===== config.mk =====
export PLATFORM = sky130hd
export DESIGN_NAME = srs_sys_integ
export DESIGN_NICKNAME = d
export VERILOG_FILES = /design/src/srs_pkg.sv /design/src/srs_delay_cnt.sv /design/src/srs_sys_integ.sv
export SDC_FILE = /design/constraint.sdc
export NUM_CORES = 1
export LEC_CHECK = 0
export ABC_AREA = 1
export BUFFER_PORTS_ARGS = -buffer_cell sky130_fd_sc_hd__clkbuf_2
export CAP_MARGIN = 15
export CORE_MARGIN = 2
export CORE_UTILIZATION = 55
export CTS_BUF_LIST = sky130_fd_sc_hd__clkbuf_8
export DETAILED_ROUTE_END_ITERATION = 16
export PLACE_DENSITY_LB_ADDON = 0.12
export SYNTH_ARGS = -nofsm -noshare
export SYNTH_HDL_FRONTEND = slang
export SYNTH_SLANG_ARGS = --single-unit

===== constraint.sdc =====
create_clock -name ref_clk_i -period 2.5 [get_ports ref_clk_i]
set_clock_uncertainty 0.2 [all_clocks]
set_input_delay 0.125 -clock ref_clk_i [delete_from_list [all_inputs] [get_ports ref_clk_i]]
set_output_delay 0.125 -clock ref_clk_i [all_outputs]
set_load 0.01 [all_outputs]

===== src/srs_pkg.sv =====
package srs_pkg;

  // Register addresses on the core's byte bus
  localparam logic [15:0] SRS_ADDR_BRK_STAT  = 16'hFE00;
  localparam logic [15:0] SRS_ADDR_RST_CAUSE = 16'hFE01;
  localparam logic [15:0] SRS_ADDR_BRK_CTRL  = 16'hFE03;

  // Break status field
  localparam int unsigned SRS_BIT_BRK_EXIT_WAIT = 1;

  // Reset cause fields
  localparam int unsigned SRS_BIT_POR     = 7;
  localparam int unsigned SRS_BIT_PIN     = 6;
  localparam int unsigned SRS_BIT_WDOG    = 5;
  localparam int unsigned SRS_BIT_BAD_OP  = 4;
  localparam int unsigned SRS_BIT_BAD_ADR = 3;
  localparam int unsigned SRS_BIT_BUS_RST = 2;
  localparam int unsigned SRS_BIT_LOW_V   = 1;

  // Break flag control field
  localparam int unsigned SRS_BIT_CLR_EN = 7;

  // Reset values
  localparam logic [7:0] SRS_RST_CAUSE_POR = 8'h80;
  localparam logic       SRS_RST_BRK_EXIT  = 1'b0;
  localparam logic       SRS_RST_CLR_EN    = 1'b0;

  // Timing counts in reference clock cycles
  localparam int unsigned SRS_STOP_REC_LONG  = 4096;
  localparam int unsigned SRS_STOP_REC_SHORT = 32;
  localparam int unsigned SRS_PIN_SAMPLE_DLY = 32;
  localparam int unsigned SRS_INT_RST_HOLD   = 16;

  // Power mode and reset sequencing states
  typedef enum logic [1:0] {
    SRS_MODE_RUN,
    SRS_MODE_WAIT,
    SRS_MODE_STOP,
    SRS_MODE_RECOVER
  } srs_mode_t;

  typedef enum logic [1:0] {
    SRS_RST_IDLE,
    SRS_RST_DRIVE,
    SRS_RST_SAMPLE
  } srs_rst_t;

endpackage : srs_pkg


===== src/srs_delay_cnt.sv =====
`timescale 1ns/100ps
// Down counter: held clear, loaded by start, one-cycle done pulse at the end
module srs_delay_cnt #(
  parameter int unsigned CNT_W = 13
) (
  input  wire logic             ref_clk_i,
  input  wire logic             nrst_i,
  input  wire logic             clr_i,
  input  wire logic             start_i,
  input  wire logic [CNT_W-1:0] len_i,
  output logic                  busy_o,
  output logic                  done_o
);

  logic [CNT_W-1:0] cnt_q, cnt_d;
  logic             busy_q, busy_d;
  logic             done_q, done_d;

  if (CNT_W < 2) begin : g_chk
    $error("srs_delay_cnt: CNT_W too small");
  end

  // Clear dominates start so a held counter never runs
  always_comb begin
    cnt_d  = cnt_q;
    busy_d = busy_q;
    done_d = 1'b0;
    if (clr_i) begin
      cnt_d  = '0;
      busy_d = 1'b0;
    end else if (start_i && !busy_q) begin
      cnt_d  = len_i - CNT_W'(1);
      busy_d = 1'b1;
    end else if (busy_q) begin
      if (cnt_q == '0) begin
        busy_d = 1'b0;
        done_d = 1'b1;
      end else begin
        cnt_d = cnt_q - CNT_W'(1);
      end
    end
  end

  always_ff @(posedge ref_clk_i) begin
    if (!nrst_i) begin
      cnt_q  <= '0;
      busy_q <= 1'b0;
      done_q <= 1'b0;
    end else begin
      cnt_q  <= cnt_d;
      busy_q <= busy_d;
      done_q <= done_d;
    end
  end

  assign busy_o = busy_q;
  assign done_o = done_q;

endmodule : srs_delay_cnt


===== src/srs_sys_integ.sv =====
`timescale 1ns/100ps
module srs_sys_integ #(
  parameter int unsigned CNT_W    = 13,
  parameter int unsigned HOLD_CYC = srs_pkg::SRS_INT_RST_HOLD
) (
  input  wire logic        ref_clk_i,
  input  wire logic        nrst_i,
  input  wire logic        stop_enter_i,
  input  wire logic        wait_enter_i,
  input  wire logic        irq_req_i,
  input  wire logic        break_req_i,
  input  wire logic        break_active_i,
  input  wire logic        short_stop_recovery_i,
  input  wire logic        ext_rst_pin_i,
  input  wire logic        wdog_rst_i,
  input  wire logic        bad_opcode_rst_i,
  input  wire logic        bad_fetch_rst_i,
  input  wire logic        bus_rst_i,
  input  wire logic        low_volt_rst_i,
  input  wire logic [15:0] reg_addr_i,
  input  wire logic        reg_rd_i,
  input  wire logic        reg_wr_i,
  input  wire logic [7:0]  reg_wdata_i,
  output logic [7:0]       reg_rdata_o,
  output logic             clock_gen_output_en_o,
  output logic             cpu_clk_en_o,
  output logic             stack_go_o,
  output logic             core_rst_n_o,
  output logic             rst_pin_o,
  output logic             rst_pin_oe_n_o,
  output logic             flag_clear_allow_o
);

  localparam int unsigned PIN_W = 6;

  if (CNT_W < $clog2(srs_pkg::SRS_STOP_REC_LONG + 1)) begin : g_chk_w
    $error("srs_sys_integ: CNT_W cannot hold the long recovery");
  end
  if (HOLD_CYC < 1 || HOLD_CYC > 63) begin : g_chk_h
    $error("srs_sys_integ: HOLD_CYC out of range");
  end

  // Shared address decode
  function automatic logic hit(input logic [15:0] a, input logic [15:0] r);
    return a == r;
  endfunction : hit

  srs_pkg::srs_mode_t mode_q, mode_d;
  srs_pkg::srs_rst_t  rphase_q, rphase_d;
  logic [PIN_W-1:0]   rcnt_q, rcnt_d;
  logic [7:0]         cause_q, cause_d;
  logic               brk_exit_q, brk_exit_d;
  logic               clr_en_q, clr_en_d;
  logic [7:0]         rdata_q, rdata_d;
  logic               clk_en_q, cpu_en_q, stack_q, core_rst_n_q, oe_n_q, allow_q;
  logic               rec_clr, rec_start, rec_busy, rec_done;
  logic [CNT_W-1:0]   rec_len;
  logic               int_rst, allow;

  // Any internally requested reset or a line pulled low from outside
  assign int_rst = wdog_rst_i | bad_opcode_rst_i | bad_fetch_rst_i | bus_rst_i
                 | low_volt_rst_i | (rphase_q == srs_pkg::SRS_RST_IDLE && !ext_rst_pin_i);
  // Outside break clearing is always allowed
  assign allow = !break_active_i || clr_en_q;

  // Power mode sequencing
  always_comb begin
    mode_d    = mode_q;
    rec_clr   = 1'b0;
    rec_start = 1'b0;
    case (mode_q)
      srs_pkg::SRS_MODE_RUN: begin
        if (stop_enter_i) begin
          mode_d = srs_pkg::SRS_MODE_STOP;
        end else if (wait_enter_i) begin
          mode_d = srs_pkg::SRS_MODE_WAIT;
        end
      end
      srs_pkg::SRS_MODE_WAIT: begin
        if (irq_req_i || break_req_i) begin
          mode_d = srs_pkg::SRS_MODE_RUN;
        end
      end
      srs_pkg::SRS_MODE_STOP: begin
        rec_clr = 1'b1;
        if (irq_req_i || break_req_i) begin
          mode_d    = srs_pkg::SRS_MODE_RECOVER;
          rec_clr   = 1'b0;
          rec_start = 1'b1;
        end
      end
      srs_pkg::SRS_MODE_RECOVER: begin
        if (rec_done) begin
          mode_d = srs_pkg::SRS_MODE_RUN;
        end
      end
      default: mode_d = srs_pkg::SRS_MODE_RUN;
    endcase
    // Reset leaves any low-power mode at once
    if (int_rst || rphase_q != srs_pkg::SRS_RST_IDLE) begin
      mode_d  = srs_pkg::SRS_MODE_RUN;
      rec_clr = 1'b1;
    end
  end

  // Stop recovery length; long default suits slow crystal start-up
  assign rec_len = short_stop_recovery_i ? CNT_W'(srs_pkg::SRS_STOP_REC_SHORT)
                                         : CNT_W'(srs_pkg::SRS_STOP_REC_LONG);

  srs_delay_cnt #(
    .CNT_W (CNT_W)
  ) u_rec_cnt (
    .ref_clk_i (ref_clk_i),
    .nrst_i    (nrst_i),
    .clr_i     (rec_clr),
    .start_i   (rec_start),
    .len_i     (rec_len),
    .busy_o    (rec_busy),
    .done_o    (rec_done)
  );

  // Reset line drive, release and late sample
  always_comb begin
    rphase_d = rphase_q;
    rcnt_d   = rcnt_q;
    case (rphase_q)
      srs_pkg::SRS_RST_IDLE: begin
        if (int_rst) begin
          rphase_d = srs_pkg::SRS_RST_DRIVE;
          rcnt_d   = PIN_W'(HOLD_CYC - 1);
        end
      end
      srs_pkg::SRS_RST_DRIVE: begin
        if (rcnt_q == '0) begin
          rphase_d = srs_pkg::SRS_RST_SAMPLE;
          rcnt_d   = PIN_W'(srs_pkg::SRS_PIN_SAMPLE_DLY - 1);
        end else begin
          rcnt_d = rcnt_q - PIN_W'(1);
        end
      end
      srs_pkg::SRS_RST_SAMPLE: begin
        if (rcnt_q == '0) begin
          rphase_d = srs_pkg::SRS_RST_IDLE;
        end else begin
          rcnt_d = rcnt_q - PIN_W'(1);
        end
      end
      default: rphase_d = srs_pkg::SRS_RST_IDLE;
    endcase
  end

  // Registers: read clears causes when clearing is allowed, but a new cause in the same cycle wins
  always_comb begin
    cause_d    = cause_q;
    brk_exit_d = brk_exit_q;
    clr_en_d   = clr_en_q;
    rdata_d    = rdata_q;
    if (reg_rd_i) begin
      rdata_d = 8'h00;
      if (hit(reg_addr_i, srs_pkg::SRS_ADDR_BRK_STAT)) begin
        rdata_d[srs_pkg::SRS_BIT_BRK_EXIT_WAIT] = brk_exit_q;
      end else if (hit(reg_addr_i, srs_pkg::SRS_ADDR_RST_CAUSE)) begin
        rdata_d = cause_q;
        if (allow) begin
          cause_d = 8'h00;
        end
      end else if (hit(reg_addr_i, srs_pkg::SRS_ADDR_BRK_CTRL)) begin
        rdata_d[srs_pkg::SRS_BIT_CLR_EN] = clr_en_q;
      end
    end
    if (reg_wr_i) begin
      if (hit(reg_addr_i, srs_pkg::SRS_ADDR_BRK_CTRL)) begin
        clr_en_d = reg_wdata_i[srs_pkg::SRS_BIT_CLR_EN];
      end else if (hit(reg_addr_i, srs_pkg::SRS_ADDR_BRK_STAT) && allow
                   && !reg_wdata_i[srs_pkg::SRS_BIT_BRK_EXIT_WAIT]) begin
        brk_exit_d = 1'b0;
      end
    end
    if (mode_q == srs_pkg::SRS_MODE_WAIT && break_req_i) begin
      brk_exit_d = 1'b1;
    end
    // Set terms OR in so flags accumulate
    cause_d[srs_pkg::SRS_BIT_WDOG]    = cause_d[srs_pkg::SRS_BIT_WDOG]    | wdog_rst_i;
    cause_d[srs_pkg::SRS_BIT_BAD_OP]  = cause_d[srs_pkg::SRS_BIT_BAD_OP]  | bad_opcode_rst_i;
    cause_d[srs_pkg::SRS_BIT_BAD_ADR] = cause_d[srs_pkg::SRS_BIT_BAD_ADR] | bad_fetch_rst_i;
    cause_d[srs_pkg::SRS_BIT_BUS_RST] = cause_d[srs_pkg::SRS_BIT_BUS_RST] | bus_rst_i;
    cause_d[srs_pkg::SRS_BIT_LOW_V]   = cause_d[srs_pkg::SRS_BIT_LOW_V]   | low_volt_rst_i;
    if ((rphase_q == srs_pkg::SRS_RST_IDLE && !ext_rst_pin_i)
        || (rphase_q == srs_pkg::SRS_RST_SAMPLE && rcnt_q == '0 && !ext_rst_pin_i)) begin
      cause_d[srs_pkg::SRS_BIT_PIN] = 1'b1;
    end
  end

  // Power-on reset loads the cause register with only the power-on flag
  always_ff @(posedge ref_clk_i) begin
    if (!nrst_i) begin
      mode_q       <= srs_pkg::SRS_MODE_RUN;
      rphase_q     <= srs_pkg::SRS_RST_DRIVE;
      rcnt_q       <= PIN_W'(HOLD_CYC - 1);
      cause_q      <= srs_pkg::SRS_RST_CAUSE_POR;
      brk_exit_q   <= srs_pkg::SRS_RST_BRK_EXIT;
      clr_en_q     <= srs_pkg::SRS_RST_CLR_EN;
      rdata_q      <= 8'h00;
      clk_en_q     <= 1'b1;
      cpu_en_q     <= 1'b1;
      stack_q      <= 1'b0;
      core_rst_n_q <= 1'b0;
      oe_n_q       <= 1'b0;
      allow_q      <= 1'b1;
    end else begin
      mode_q       <= mode_d;
      rphase_q     <= rphase_d;
      rcnt_q       <= rcnt_d;
      cause_q      <= cause_d;
      brk_exit_q   <= brk_exit_d;
      clr_en_q     <= clr_en_d;
      rdata_q      <= rdata_d;
      clk_en_q     <= mode_d != srs_pkg::SRS_MODE_STOP;
      cpu_en_q     <= mode_d == srs_pkg::SRS_MODE_RUN;
      stack_q      <= rec_done && mode_q == srs_pkg::SRS_MODE_RECOVER;
      core_rst_n_q <= rphase_d == srs_pkg::SRS_RST_IDLE;
      oe_n_q       <= rphase_d != srs_pkg::SRS_RST_DRIVE;
      allow_q      <= allow;
    end
  end

  assign reg_rdata_o           = rdata_q;
  assign clock_gen_output_en_o = clk_en_q;
  assign cpu_clk_en_o          = cpu_en_q;
  assign stack_go_o            = stack_q;
  assign core_rst_n_o          = core_rst_n_q;
  assign rst_pin_o             = 1'b0;
  assign rst_pin_oe_n_o        = oe_n_q;
  assign flag_clear_allow_o    = allow_q;

  // Helper: cycles spent in recovery
  logic [CNT_W:0] rec_age_q;
  always_ff @(posedge ref_clk_i) begin
    if (!nrst_i || mode_q != srs_pkg::SRS_MODE_RECOVER) begin
      rec_age_q <= '0;
    end else begin
      rec_age_q <= rec_age_q + (CNT_W+1)'(1);
    end
  end
endmodule : srs_sys_integ


==> results.ini <==
[synthesis]
ys_warn_count=0
netlist.area_leader.share_pct=38.8
yosys-top-cells-area=dfxtp_1 (39%), nand2_1 (12%), inv_1 (8.2%)
synth_seq_cells=47
synth_edf_count=0
synth.mux.area_fraction_pct=0
yosysSeqAreaShare_pct=38.8
synthSimpleGateAreaFrac_pct=31.4
syn-instance-count=353
async_reset_ff_share_pct=0
syn_avg_cell_area_um2=6.87
synth_top_area_cell=dfxtp_1
synthFlopType=dfxtp_1
synth-compound-area-share_pct=14.8
synth-adder-area-share_pct=3.61
synth.distinct_cells=39
synth_area_mm2=0.00243
synth_xor_area_share_pct=0.722
synth_top_family_by_area=simple AND/OR/NAND/NOR gates

[final_layout]
multi_input_area_mm2=0.00123
seq_area_um2=941
nets=463
final_area_mm2=0.00296
drive_gt1_share_pct=17.3
final_common_cell=nand2_1
filler_cell_count=400
layout_common_cells=nand2_1 (76), inv_1 (53), dfxtp_1 (47)
diodes=0
area.growth.synth_to_final_pct=22.2

[route]
num_vias=2349
drt-total-wl_mm=5.01
wl_per_cell_um=10.7
drt_iter0_drc=114
post-route-drc-count=0
drt-vias-per-instance=5.01
drt-pass1-iter-count=4
antenna_left=0

[critical_path]
crit_path_start_kind=register
rr_startpoint=rphase_q[0]
end_kind=register
r2r_end=u_rec_cnt.cnt_q[4]
arrival_ns=2.24
ff2ff_setup_slack_ns=0.29
critPathRequiredTime_ns=2.53
critPathMaxFanout=10
critical_path_class=register to register
r2r_cells=11

[global_routing]
antenna_found_initial=0
grt_start_max_net_pins=16
overflow=0
grt_pass1_vias=2160
grt_usage_pct=22.0
grt_pass1_wl_mm=9.05

[pwr]
ir_worst_vdd_v=0.000291
powerDensity_mw_per_mm2=487
switchingPower_w=0.000308
switching_share_pct=21.3
pwr-share-clk_pct=39.8
comb_power_share_pct=7.2
leakage_nw=1.46
power.internal_w=0.00114
seq_power_share_pct=53.0

[clock_network]
clk_pin_slew_worst_paths_ns=0.09
h-tree-depth=2
clockBufferDepth=2
cts_buffers=5
clk_latency_ns=0.30
clock_sinks=47
tritoncts=done
cts_root_buf=clkbuf_8

[sta]
fin_crit_sh_pct=88.2
worstMarginPinSlew_ns=0.633
finalSetupViolCount=0
fin_crit_ns=2.21
hold_violations=0
slew_headroom_pct=56.7
holdWs_ns=0.0140
rsz0062_at_grt=no
fmax_mhz=453
finalSetupTns_ns=0
fin_ws_ns=0.295
slew_viol_final=0

[floorplan]
die_area_mm2=0.00496
start_util_pct=56.5
die_y_um=70.4
die_w_um=70.4
io-pin-count=55
rows=24
core_area_mm2=0.00429

[min_path]
worstHoldPathType=input port to register
worstHoldStart=reg_addr_i[4]
hold_depth=6
hold_path_end=reg_rdata_o[4]

[place]
placed_area_mm2=0.00269
dp_slack_ns=0.223
port_buffers=46
globalplace.congestion=0.801
hpwl_mm=3.60

[status]
status=finished clean

[job]
cap_violations=0

==> kinds of logic after synthesis <==
kind of cell    count (synthesis)
simple gates                  170
compound gates                 63
buf+inv                        63
flops                          47
fa+ha+maj                       7
xor+xnor                        2
other cells                     1
==> critical path, cell delays in order (launching register included) <==
cell,delay [ns]
dfxtp_1,0.42
inv_1,0.11
ha_1,0.25
inv_1,0.09
o21ai_1,0.06
nor2_1,0.17
nand2_1,0.12
nor2_2,0.16
o21ai_2,0.15
clkinvlp_4,0.19
o21ai_0,0.11
a21oi_1,0.11
==> cells in the mapped netlist, types with 2 or more instances <==
library cell	instances
clkbuf_1	3
nand2_2	2
ha_1	7
a31oi_1	2
o211ai_1	5
nand4_1	8
nor2_1	42
nand2_1	76
a21o_1	2
o21ai_2	2
dfxtp_1	47
buf_4	3
a21oi_1	23
nor3_1	6
nand3_1	23
nor2_2	2
nand3_2	3
nor3b_1	2
o21ai_0	23
inv_1	53
==> sequential cells by signal (all words and copies together), names as in the netlist, 2 cells and up <==
signal / flops
reg_rdata_o: 7
rcnt_q: 6
u_rec_cnt.cnt_q: 13
mode_q: 2
rphase_q: 2
cause_q: 7
==> layout make-up <==
cell class	instances	share of cell area (%)
inverter	55	7.09
tap	52	2.20
timing repair buffer	63	13.3
clock inverter	2	1.18
clock buffer	6	2.79
sequential	47	31.7
multi-input combinational	244	41.7
==> stage by stage <==
stage,power [W],utilization (%),cells
3_5_place_dp,0.000870,62.6,446
6_report,0.00144,69.0,469
4_1_cts,0.00146,68.9,469
3_3_place_gp,0.000868,62.6,446
5_1_grt,0.00150,69.0,469
2_1_floorplan,0.000831,-,354
==> routing by layer <==
layer	up-vias	part of all wire (%)	track usage, %
met5	-	0	0
met4	0	1.5	7.69
met3	7	5.7	4.76
met2	62	44	35.5
met1	1017	48	29.1
li1	1263	-	-
==> how the worst max path moves through the flow <==
stage / endpoint / slack, ns / start / cells past startpoint
floorplan: u_rec_cnt.cnt_q[10] / 0.50 / mode_q[1] / 12
global placement: u_rec_cnt.cnt_q[5] / 0.31 / rphase_q[0] / 11
detailed placement: u_rec_cnt.cnt_q[0] / 0.22 / rphase_q[0] / 11
CTS: u_rec_cnt.cnt_q[4] / 0.20 / rphase_q[0] / 11
global route: u_rec_cnt.cnt_q[5] / 0.03 / rphase_q[0] / 11
finish: u_rec_cnt.cnt_q[4] / 0.29 / rphase_q[0] / 11
==> power groups by stage <==
stage	combinational [W]	clock, W	sequential [W]
after floorplan	0.0000489	0	0.000783
after global placement	0.0000852	0	0.000783
after detailed placement	0.0000868	0	0.000783
after CTS	0.000103	0.000590	0.000766
after global routing	0.000120	0.000613	0.000767
final	0.000104	0.000574	0.000766
==> what timing repair did <==
item | CTS | global route
endpoints found under the hold margin | 17 | 0
gates resized for setup | 0 | 2
endpoints found under the setup margin | 0 | 4
hold buffers | 15 | 0
setup buffers | 0 | 0
(Power assumes the default switching activity.)
